[config.mk]
export PLATFORM = sky130hd
export DESIGN_NAME = pio_top
export DESIGN_NICKNAME = d
export VERILOG_FILES = /design/src/design/pio_sync.v /design/src/design/pio_top.v
export VERILOG_INCLUDE_DIRS = /design/src /design/src/design
export SDC_FILE = /design/constraint.sdc
export NUM_CORES = 1
export LEC_CHECK = 0
export BUFFER_PORTS_ARGS = -buffer_cell sky130_fd_sc_hd__buf_2
export CAP_MARGIN = 30
export CORE_MARGIN = 5
export CORE_UTILIZATION = 40
export CTS_CLUSTER_DIAMETER = 120
export DETAILED_ROUTE_END_ITERATION = 16
export GPL_ROUTABILITY_DRIVEN = 1
export GPL_TIMING_DRIVEN = 0
export REMOVE_ABC_BUFFERS = 1
export SETUP_SLACK_MARGIN = 0.4
export SYNTH_ARGS = -nofsm -noshare
export SYNTH_HDL_FRONTEND = slang
export SYNTH_SLANG_ARGS = --single-unit
[constraint.sdc]
create_clock -name i_sys_clk -period 4.6 [get_ports i_sys_clk]
set_clock_uncertainty 0.2 [all_clocks]
set_input_delay 0.69 -clock i_sys_clk [delete_from_list [all_inputs] [get_ports i_sys_clk]]
set_output_delay 0.69 -clock i_sys_clk [all_outputs]
set_load 0.01 [all_outputs]
[src/design/pio_map.vh]
// Constants for the identity loader and strap mode logic.
// Included by the top-level design file only; definitions only.
`ifndef PIO_MAP_VH
`define PIO_MAP_VH
`define PIO_SHIFT_LEN      33
`define PIO_CNT_W          6
`define PIO_WORD_W         16
`define PIO_NIB_W          4
// Strap decode, {test_strap_n, pull_disable_strap_n}
`define PIO_MODE_COPY      2'b11
`define PIO_MODE_NOCOPY    2'b10
`define PIO_MODE_SCAN      2'b01
`define PIO_MODE_IDDQ      2'b00
// Serial frame field positions
`define PIO_SMW_LSB        0
`define PIO_SPW_LSB        16
`define PIO_EXTRA_BIT      32
// TAP states
`define PIO_TAP_RESET      4'h0
`define PIO_TAP_IDLE       4'h1
`define PIO_TAP_SEL_DR     4'h2
`define PIO_TAP_CAP_DR     4'h3
`define PIO_TAP_SH_DR      4'h4
`define PIO_TAP_EX1_DR     4'h5
`define PIO_TAP_PAU_DR     4'h6
`define PIO_TAP_EX2_DR     4'h7
`define PIO_TAP_UPD_DR     4'h8
`define PIO_TAP_SEL_IR     4'h9
`define PIO_TAP_CAP_IR     4'hA
`define PIO_TAP_SH_IR      4'hB
`define PIO_TAP_EX1_IR     4'hC
`define PIO_TAP_PAU_IR     4'hD
`define PIO_TAP_EX2_IR     4'hE
`define PIO_TAP_UPD_IR     4'hF
`define PIO_IR_W           4
`define PIO_IR_CAPTURE     4'h1
`endif

[src/design/pio_sync.v]
// Two flip-flop level synchroniser for a pin into the system clock.
// Assumes the reset given is already synchronous to the clock.
`timescale 1ns/1ps
module pio_sync #(
   parameter RST_VAL = 1'b0
) (
   input  wire i_clk,
   input  wire i_rst_n,
   input  wire i_pin,
   output reg  o_level
);
   reg stage1;

   always @(posedge i_clk or negedge i_rst_n) begin
      if (!i_rst_n) begin
         stage1  <= RST_VAL;
         o_level <= RST_VAL;
      end else begin
         stage1  <= i_pin;
         o_level <= stage1;
      end
   end
endmodule

[src/design/pio_top.v]
// Identity word serial loader, strap mode decode, sequencer hold and
// a minimal boundary-scan TAP.
// Assumes serial data and strobe arrive on pins, and the PCI target
// logic outside honours o_target_retry. TAP runs on its own pins.
`timescale 1ns/1ps
`include "pio_map.vh"
module pio_top #(
   parameter [15:0] BUILTIN_MAKER = 16'h1234, // Arbitrary value
   parameter [3:0]  BUILTIN_NIB   = 4'hA       // Arbitrary value
) (
   input  wire        i_sys_clk,
   input  wire        i_arst_n,
   input  wire        i_test_strap_n,
   input  wire        i_pull_disable_strap_n,
   input  wire        i_serial_identity_input,
   input  wire        i_serial_clock,
   input  wire        i_serial_load_active,
   input  wire        i_sequencer_hold_n,
   input  wire        i_tck,
   input  wire        i_tms,
   input  wire        i_tdi,
   input  wire        i_trst_n,
   output reg  [15:0] o_maker_word,
   output reg  [15:0] o_subsystem_maker_word,
   output reg  [15:0] o_subsystem_part_word,
   output reg  [3:0]  o_part_nibble,
   output reg         o_target_retry,
   output reg         o_sequencer_pause,
   output reg         o_identity_copy_enable,
   output reg         o_scan_mode,
   output reg         o_iddq_mode,
   output reg         o_tdo
);
   reg rst_s1;
   reg rst_n;
   always @(posedge i_sys_clk or negedge i_arst_n) begin
      if (!i_arst_n) begin
         rst_s1 <= 1'b0;
         rst_n  <= 1'b0;
      end else begin
         rst_s1 <= 1'b1;
         rst_n  <= rst_s1;
      end
   end

   wire test_s;
   wire pull_s;
   wire sdat_s;
   wire sclk_s;
   wire sact_s;
   wire hold_s;
   wire tck_s;
   wire tms_s;
   wire tdi_s;
   wire trst_s;
   // Every pin passes two flops; reset levels match the idle pin
   // levels except TRST, which resets low; no false edge is seen after reset.
   pio_sync #(
      .RST_VAL(1'b1)
   ) u_test (
      .i_clk   (i_sys_clk),
      .i_rst_n (rst_n),
      .i_pin   (i_test_strap_n),
      .o_level (test_s)
   );

   pio_sync #(
      .RST_VAL(1'b1)
   ) u_pull (
      .i_clk   (i_sys_clk),
      .i_rst_n (rst_n),
      .i_pin   (i_pull_disable_strap_n),
      .o_level (pull_s)
   );

   pio_sync #(
      .RST_VAL(1'b0)
   ) u_sdat (
      .i_clk   (i_sys_clk),
      .i_rst_n (rst_n),
      .i_pin   (i_serial_identity_input),
      .o_level (sdat_s)
   );

   pio_sync #(
      .RST_VAL(1'b0)
   ) u_sclk (
      .i_clk   (i_sys_clk),
      .i_rst_n (rst_n),
      .i_pin   (i_serial_clock),
      .o_level (sclk_s)
   );

   pio_sync #(
      .RST_VAL(1'b0)
   ) u_sact (
      .i_clk   (i_sys_clk),
      .i_rst_n (rst_n),
      .i_pin   (i_serial_load_active),
      .o_level (sact_s)
   );

   pio_sync #(
      .RST_VAL(1'b1)
   ) u_hold (
      .i_clk   (i_sys_clk),
      .i_rst_n (rst_n),
      .i_pin   (i_sequencer_hold_n),
      .o_level (hold_s)
   );

   pio_sync #(
      .RST_VAL(1'b0)
   ) u_tck (
      .i_clk   (i_sys_clk),
      .i_rst_n (rst_n),
      .i_pin   (i_tck),
      .o_level (tck_s)
   );

   pio_sync #(
      .RST_VAL(1'b1)
   ) u_tms (
      .i_clk   (i_sys_clk),
      .i_rst_n (rst_n),
      .i_pin   (i_tms),
      .o_level (tms_s)
   );

   pio_sync #(
      .RST_VAL(1'b0)
   ) u_tdi (
      .i_clk   (i_sys_clk),
      .i_rst_n (rst_n),
      .i_pin   (i_tdi),
      .o_level (tdi_s)
   );

   pio_sync #(
      .RST_VAL(1'b0)
   ) u_trst (
      .i_clk   (i_sys_clk),
      .i_rst_n (rst_n),
      .i_pin   (i_trst_n),
      .o_level (trst_s)
   );

   // Mode decode from the synchronised straps
   wire [1:0] straps = {test_s, pull_s};
   wire copy_en = (straps == `PIO_MODE_COPY);
   wire scan_m  = (straps == `PIO_MODE_SCAN);
   wire iddq_m  = (straps == `PIO_MODE_IDDQ);

   // Serial shifter, sampled on rising edges of the serial clock
   reg                      sclk_d;
   reg [`PIO_SHIFT_LEN-1:0] shreg;
   reg [`PIO_CNT_W-1:0]     bitcnt;
   reg                      sact_d;
   reg [`PIO_SHIFT_LEN-1:0] loaded;
   reg                      have_load;
   wire sclk_rise = sclk_s & ~sclk_d;
   wire load_done = sact_d & ~sact_s;

   always @(posedge i_sys_clk or negedge rst_n) begin
      if (!rst_n) begin
         sclk_d    <= 1'b0;
         sact_d    <= 1'b0;
         shreg     <= {`PIO_SHIFT_LEN{1'b0}};
         bitcnt    <= {`PIO_CNT_W{1'b0}};
         loaded    <= {`PIO_SHIFT_LEN{1'b0}};
         have_load <= 1'b0;
      end else begin
         sclk_d <= sclk_s;
         sact_d <= sact_s;
         if (sact_s && !sact_d) begin
            bitcnt <= {`PIO_CNT_W{1'b0}};
         end else if (sact_s && sclk_rise) begin
            shreg <= {shreg[`PIO_SHIFT_LEN-2:0], sdat_s};
            if (bitcnt != `PIO_SHIFT_LEN)
               bitcnt <= bitcnt + 1'b1;
         end
         // A short frame is dropped whole; the old words stay
         if (load_done && bitcnt == `PIO_SHIFT_LEN) begin
            loaded    <= shreg;
            have_load <= 1'b1;
         end
      end
   end

   wire [15:0] ld_smw = loaded[`PIO_SMW_LSB +: `PIO_WORD_W];
   wire [15:0] ld_spw = loaded[`PIO_SPW_LSB +: `PIO_WORD_W];
   wire [15:0] smw    = (!pull_s || !have_load) ? BUILTIN_MAKER
                                                : ld_smw;

   always @(posedge i_sys_clk or negedge rst_n) begin
      if (!rst_n) begin
         o_maker_word           <= 16'h0000;
         o_subsystem_maker_word <= 16'h0000;
         o_subsystem_part_word  <= 16'h0000;
         o_part_nibble          <= 4'h0;
         o_target_retry         <= 1'b0;
         o_sequencer_pause      <= 1'b0;
         o_identity_copy_enable <= 1'b0;
         o_scan_mode            <= 1'b0;
         o_iddq_mode            <= 1'b0;
      end else begin
         o_subsystem_maker_word <= smw;
         o_subsystem_part_word  <= ld_spw;
         o_maker_word  <= copy_en ? smw : BUILTIN_MAKER;
         o_part_nibble <= copy_en ? ld_spw[`PIO_NIB_W-1:0]
                                  : BUILTIN_NIB;
         o_target_retry         <= sact_s;
         o_sequencer_pause      <= ~hold_s;
         o_identity_copy_enable <= copy_en;
         o_scan_mode            <= scan_m;
         o_iddq_mode            <= iddq_m;
      end
   end

   // TAP, stepped on rising TCK edges seen in the system clock.
   // TCK must run well below a quarter of the system clock.
   reg                 tck_d;
   reg [3:0]           tap;
   reg [3:0]           next_tap;
   reg [`PIO_IR_W-1:0] ir_sh;
   reg                 bypass;
   wire tck_rise = tck_s & ~tck_d;
   wire tck_fall = ~tck_s & tck_d;

   always @* begin
      next_tap = tap;
      case (tap)
         `PIO_TAP_RESET:  next_tap = tms_s ? `PIO_TAP_RESET  : `PIO_TAP_IDLE;
         `PIO_TAP_IDLE:   next_tap = tms_s ? `PIO_TAP_SEL_DR : `PIO_TAP_IDLE;
         `PIO_TAP_SEL_DR: next_tap = tms_s ? `PIO_TAP_SEL_IR : `PIO_TAP_CAP_DR;
         `PIO_TAP_CAP_DR: next_tap = tms_s ? `PIO_TAP_EX1_DR : `PIO_TAP_SH_DR;
         `PIO_TAP_SH_DR:  next_tap = tms_s ? `PIO_TAP_EX1_DR : `PIO_TAP_SH_DR;
         `PIO_TAP_EX1_DR: next_tap = tms_s ? `PIO_TAP_UPD_DR : `PIO_TAP_PAU_DR;
         `PIO_TAP_PAU_DR: next_tap = tms_s ? `PIO_TAP_EX2_DR : `PIO_TAP_PAU_DR;
         `PIO_TAP_EX2_DR: next_tap = tms_s ? `PIO_TAP_UPD_DR : `PIO_TAP_SH_DR;
         `PIO_TAP_UPD_DR: next_tap = tms_s ? `PIO_TAP_SEL_DR : `PIO_TAP_IDLE;
         `PIO_TAP_SEL_IR: next_tap = tms_s ? `PIO_TAP_RESET  : `PIO_TAP_CAP_IR;
         `PIO_TAP_CAP_IR: next_tap = tms_s ? `PIO_TAP_EX1_IR : `PIO_TAP_SH_IR;
         `PIO_TAP_SH_IR:  next_tap = tms_s ? `PIO_TAP_EX1_IR : `PIO_TAP_SH_IR;
         `PIO_TAP_EX1_IR: next_tap = tms_s ? `PIO_TAP_UPD_IR : `PIO_TAP_PAU_IR;
         `PIO_TAP_PAU_IR: next_tap = tms_s ? `PIO_TAP_EX2_IR : `PIO_TAP_PAU_IR;
         `PIO_TAP_EX2_IR: next_tap = tms_s ? `PIO_TAP_UPD_IR : `PIO_TAP_SH_IR;
         default:         next_tap = tms_s ? `PIO_TAP_SEL_DR : `PIO_TAP_IDLE;
      endcase
   end

   // Test reset acts on the third system clock edge after the pin falls, through the synchronised copy; the pin
   // itself is never used as an asynchronous reset to stay one domain.
   always @(posedge i_sys_clk or negedge rst_n) begin
      if (!rst_n) begin
         tck_d  <= 1'b0;
         tap    <= `PIO_TAP_RESET;
         ir_sh  <= `PIO_IR_CAPTURE;
         bypass <= 1'b0;
         o_tdo  <= 1'b0;
      end else begin
         tck_d <= tck_s;
         if (!trst_s) begin
            tap    <= `PIO_TAP_RESET;
            ir_sh  <= `PIO_IR_CAPTURE;
            bypass <= 1'b0;
         end else if (tck_rise) begin
            tap <= next_tap;
            case (tap)
               `PIO_TAP_CAP_DR: bypass <= 1'b0;
               `PIO_TAP_SH_DR:  bypass <= tdi_s;
               `PIO_TAP_CAP_IR: ir_sh  <= `PIO_IR_CAPTURE;
               `PIO_TAP_SH_IR:  ir_sh  <= {tdi_s, ir_sh[`PIO_IR_W-1:1]};
               default:         bypass <= bypass;
            endcase
         end
         if (tck_fall) begin
            if (tap == `PIO_TAP_SH_DR)
               o_tdo <= bypass;
            else if (tap == `PIO_TAP_SH_IR)
               o_tdo <= ir_sh[0];
         end
      end
   end
endmodule

==> out/results.txt <==
The number of antenna violations at the first check in global routing was 0; the total congestion overflow was 0. In this run the remaining antenna-violating nets after routing total 0. The first global-routing pass estimated 16400 um of wire. Across all hold checks on the routed design, the worst slack comes to 0.0587 ns. The worst setup path is launched from a flop. Static timing analysis puts the maximum clock frequency at 394 MHz. The run gives 0.701 as the portion of the post-synthesis area used by sequential elements. Across the run, the number of max-cap violations was 0. The count of distinct cell types in the synthesized netlist is 47. In the synthesized netlist, the number of instances is 390.

The horizontal extent of the die is 130 um. For this design the ratio of total power to cell area is 423 nW/um2. The number of cells in the finished layout apart from fillers is 661.

The run finished with clean final reports. The share of power burned in the clock network was 0.454. The buffer cell driving the clock tree root was sky130_fd_sc_hd__clkbuf_16. TritonCTS built the clock tree. The worst path arrival time was 2.64 ns; the clock slew at the register clock pins of the worst setup and hold paths was 0.06 ns. Relative to the synthesized area, the layout overhead comes to 20.0%. The mapped netlist covers 5800 um2. Entering global routing, the biggest net connects 74 pins. The final layout contains 478 nets. The count of flip-flops with a built-in enable after synthesis is 0, and the number of filler cells placed in the layout is 1239. The tools report the clock tree buffer depth as 2.

Number of detailed-routing iterations run before antenna repair: 4. The fraction of final layout cells with drive strength greater than 1 was 0.400; the count of antenna diodes in the layout was 0. The count of buffers added on input and output ports is 69.

The total routing resource utilization after global routing was 0.126; the largest fanout of any net on the critical path was 12. The detailed-placement wirelength estimate is 6350 um, and the via-per-instance ratio is 4.83. Setup repair after global routing left no endpoint under its margin.

In this design, the largest share of critical-path delay is due to simple AND/OR/NAND/NOR gates. The type of the setup path with the least slack was flop to flop. Across the VDD grid, the largest voltage drop is 261 uV. Clock tree synthesis found a total of 162 sinks. In this run the power spent charging and discharging nets is 656 uW.

The minimum clock period after layout was 2.54 ns; the max-slew violation count was 0. The share of the cycle needed by the critical path after routing was 0.552. The tools report the endpoint kind of the worst setup timing path as a flop. The run gives 0.404 as the starting density of the core. A synthesized cell averages 14.9 um2. In the final routed layout, each cell accounts on average for 15.0 um. The later pin in the worst-skew pair is clocked with a latency of 0.42 ns.

The overall die height came out at 130 um. Walking the worst path, the cells encountered are inv_1, ha_1, nand4bb_4, nor4b_4, buf_8, mux2_2. STA puts the critical path data required time at 4.70 ns. The switching power share of the total was 0.223; the number of buffers added by the clock tree synthesis step was 17. The most instantiated flip-flop cell in the synthesis netlist is sky130_fd_sc_hd__dfrtp_1. The run gives 0.512 as the proportion of power drawn by flip-flops and latches. The synthesized design contains 162 register bits. The static power due to leakage is 0.00348 uW.

On the worst path, the slowest cell contributes a delay of 0.76 ns. The buffers plus inverters on the worst setup path is 2, and the via count of the first global-routing pass is 3207. For the final hold violation count, the log shows 0. Post-CTS timing repair inserted 0 buffers for setup. The via total after detailed routing was 3191.

The count of boundary I/O pins came out at 70. Once placement completed, the tool counted placed cells totaling 628. In this run, post-CTS repair resized a total of 0 instances.

The part of the total power dissipated in combinational logic is 0.034. After detailed routing, the number of remaining DRC violations is 0. The routability-driven placement congestion ratio is 0.728. The floorplan step defined a core boundary enclosing 14400 um2. The slowest stage of the critical path belongs to the cell sky130_fd_sc_hd__nor4b_4. The hold buffer count at cts is 1, and the number of placement rows is 44. The type of the tightest min-delay check is flop to asynchronous set/reset pin. The transition time at the pin with the least slew margin was 0.825 ns.

The routed design has 9890 um of wire. The worst slew slack as a fraction of its limit was 0.448; the number of violations reported at the end of detailed-routing iteration 0 was 127. The fraction of registers with async set/reset was 1.00. The H-tree generated during clock tree synthesis spans 4 levels.

Setup violations remaining at the end of the flow were counted as 0. The die covers 17000 um2. For this run, the number of Yosys warnings is 0.

Cell internal power was estimated by the tool at 2290 uW.
[routing by layer]
metal	vias to the layer above	share of wire	global-route usage
met3	15	0.056	0.0488
met1	1617	0.45	0.164
met2	59	0.47	0.188
li1	1500	-	-
met4	0	0.017	0.0563
met5	-	0	0
[sequential cells by signal (all words and copies together) (netlist names), 4 cells and up]
signal	flops
o_maker_word	16
tap	4
o_part_nibble	4
loaded	32
o_subsystem_maker_word	16
o_subsystem_part_word	16
ir_sh	4
shreg	32
bitcnt	6
[kinds of logic after synthesis]
kind of cell / share of synthesized area
AOI/OAI and AO/OA: 0.0382
xor gates and xnor gates: 0.00755
adders and majority gates: 0.00431
buffers and inverters: 0.0226
DFF: 0.701
muxes: 0.126
other: 0.000646
and+or+nand+nor: 0.100
[worst register-to-register path, cell delays in order, from the launching register on]
cell	delay, ns
sky130_fd_sc_hd__dfrtp_1	0.43
sky130_fd_sc_hd__inv_1	0.10
sky130_fd_sc_hd__ha_1	0.19
sky130_fd_sc_hd__nand4bb_4	0.15
sky130_fd_sc_hd__nor4b_4	0.76
sky130_fd_sc_hd__buf_8	0.24
sky130_fd_sc_hd__mux2_2	0.35
[final timing paths]
| check | start | endpoint | slack (ns) | depth (start not counted) |
|---|---|---|---|---|
| setup / recovery | bitcnt[1]$_DFFE_PN0P_ | loaded[16]$_DFFE_PN0P_ | 2.06 | 6 |
| hold / removal | rst_n$_DFF_PN0_ | o_maker_word[3]$_DFF_PN0_ | 0.06 | 0 |
| setup reg to reg | bitcnt[1]$_DFFE_PN0P_ | loaded[16]$_DFFE_PN0P_ | 2.06 | 6 |
| hold reg to reg | rst_n$_DFF_PN0_ | o_maker_word[3]$_DFF_PN0_ | 0.06 | 0 |
| max in group asynchronous | rst_n$_DFF_PN0_ | u_tms.o_level$_DFF_PN1_ | 3.09 | 2 |
| min in group i_sys_clk | u_sact.stage1$_DFF_PN0_ | u_sact.o_level$_DFF_PN0_ | 0.15 | 0 |
[synth_stat cells (all sizes together) (2+ instances only)]
library cell | n | area (um2)
dfrtp | 153 | 3830
mux2 | 64 | 721
and3 | 16 | 101
nor2 | 13 | 48.8
and2 | 12 | 75.1
buf | 11 | 73.8
a21oi | 10 | 50.1
nand2 | 10 | 37.5
clkbuf | 9 | 35.0
dfstp | 9 | 236
nand2b | 9 | 56.3
o21ai | 8 | 40.0
or2 | 8 | 50.1
inv | 6 | 22.5
nand3 | 5 | 25.0
nand4 | 5 | 31.3
xor2 | 4 | 35.0
a31oi | 3 | 18.8
nor2b | 3 | 18.8
a22o | 2 | 17.5
and3b | 2 | 17.5
ha | 2 | 25.0
nor3 | 2 | 10.0
o211ai | 2 | 15.0
o22ai | 2 | 12.5
or4b | 2 | 20.0
[metrics by stage]
stage                     setup WS [ns]  setup TNS (ns)  total power [uW]  area, um2  utilization
final                              2.06               0              2950       6960        0.485
after floorplan                  -0.432          -65.30              1590       5690            -
after global routing               1.91               0              3070       6960        0.485
after detailed placement           2.04               0              1640       6390        0.444
after CTS                          2.02               0              2990       6960        0.485
after global placement            -2.00         -302.54              1620       6270        0.436
[layout by cell type (no fill, tap or decap), types with 6 or more instances in the layout]
cell                          n
sky130_fd_sc_hd__dfstp_2      9
sky130_fd_sc_hd__mux2_2      64
sky130_fd_sc_hd__and2_1      12
sky130_fd_sc_hd__dfrtp_1    152
sky130_fd_sc_hd__nor2_1      13
sky130_fd_sc_hd__clkbuf_16   17
sky130_fd_sc_hd__a21oi_1     10
sky130_fd_sc_hd__or2_2        8
sky130_fd_sc_hd__nand2b_1     9
sky130_fd_sc_hd__buf_2       69
sky130_fd_sc_hd__and3_1      15
sky130_fd_sc_hd__inv_1        6
sky130_fd_sc_hd__nand2_1     10
sky130_fd_sc_hd__o21ai_0      8
[cell type report]
| class | count | area, um2 | area share |
|---|---|---|---|
| inverters | 6 | 22.5 | 0.00323 |
| well taps | 184 | 230 | 0.0331 |
| repair buffers | 75 | 468 | 0.0672 |
| flip-flops and latches | 162 | 4070 | 0.584 |
| clock inverters | 11 | 106 | 0.0153 |
| multi-input cells | 202 | 1610 | 0.231 |
| clock buffers | 21 | 460 | 0.0661 |
[power groups by stage]
stage          sequential (uW)  clock [uW]  combinational [uW]
6_report                  1510        1340                 100
5_1_grt                   1520        1430                 117
3_3_place_gp              1550           0                70.0
4_1_cts                   1510        1370                 104
2_1_floorplan             1540           0                53.3
3_5_place_dp              1530           0                 103
(Power assumes the default switching activity.)
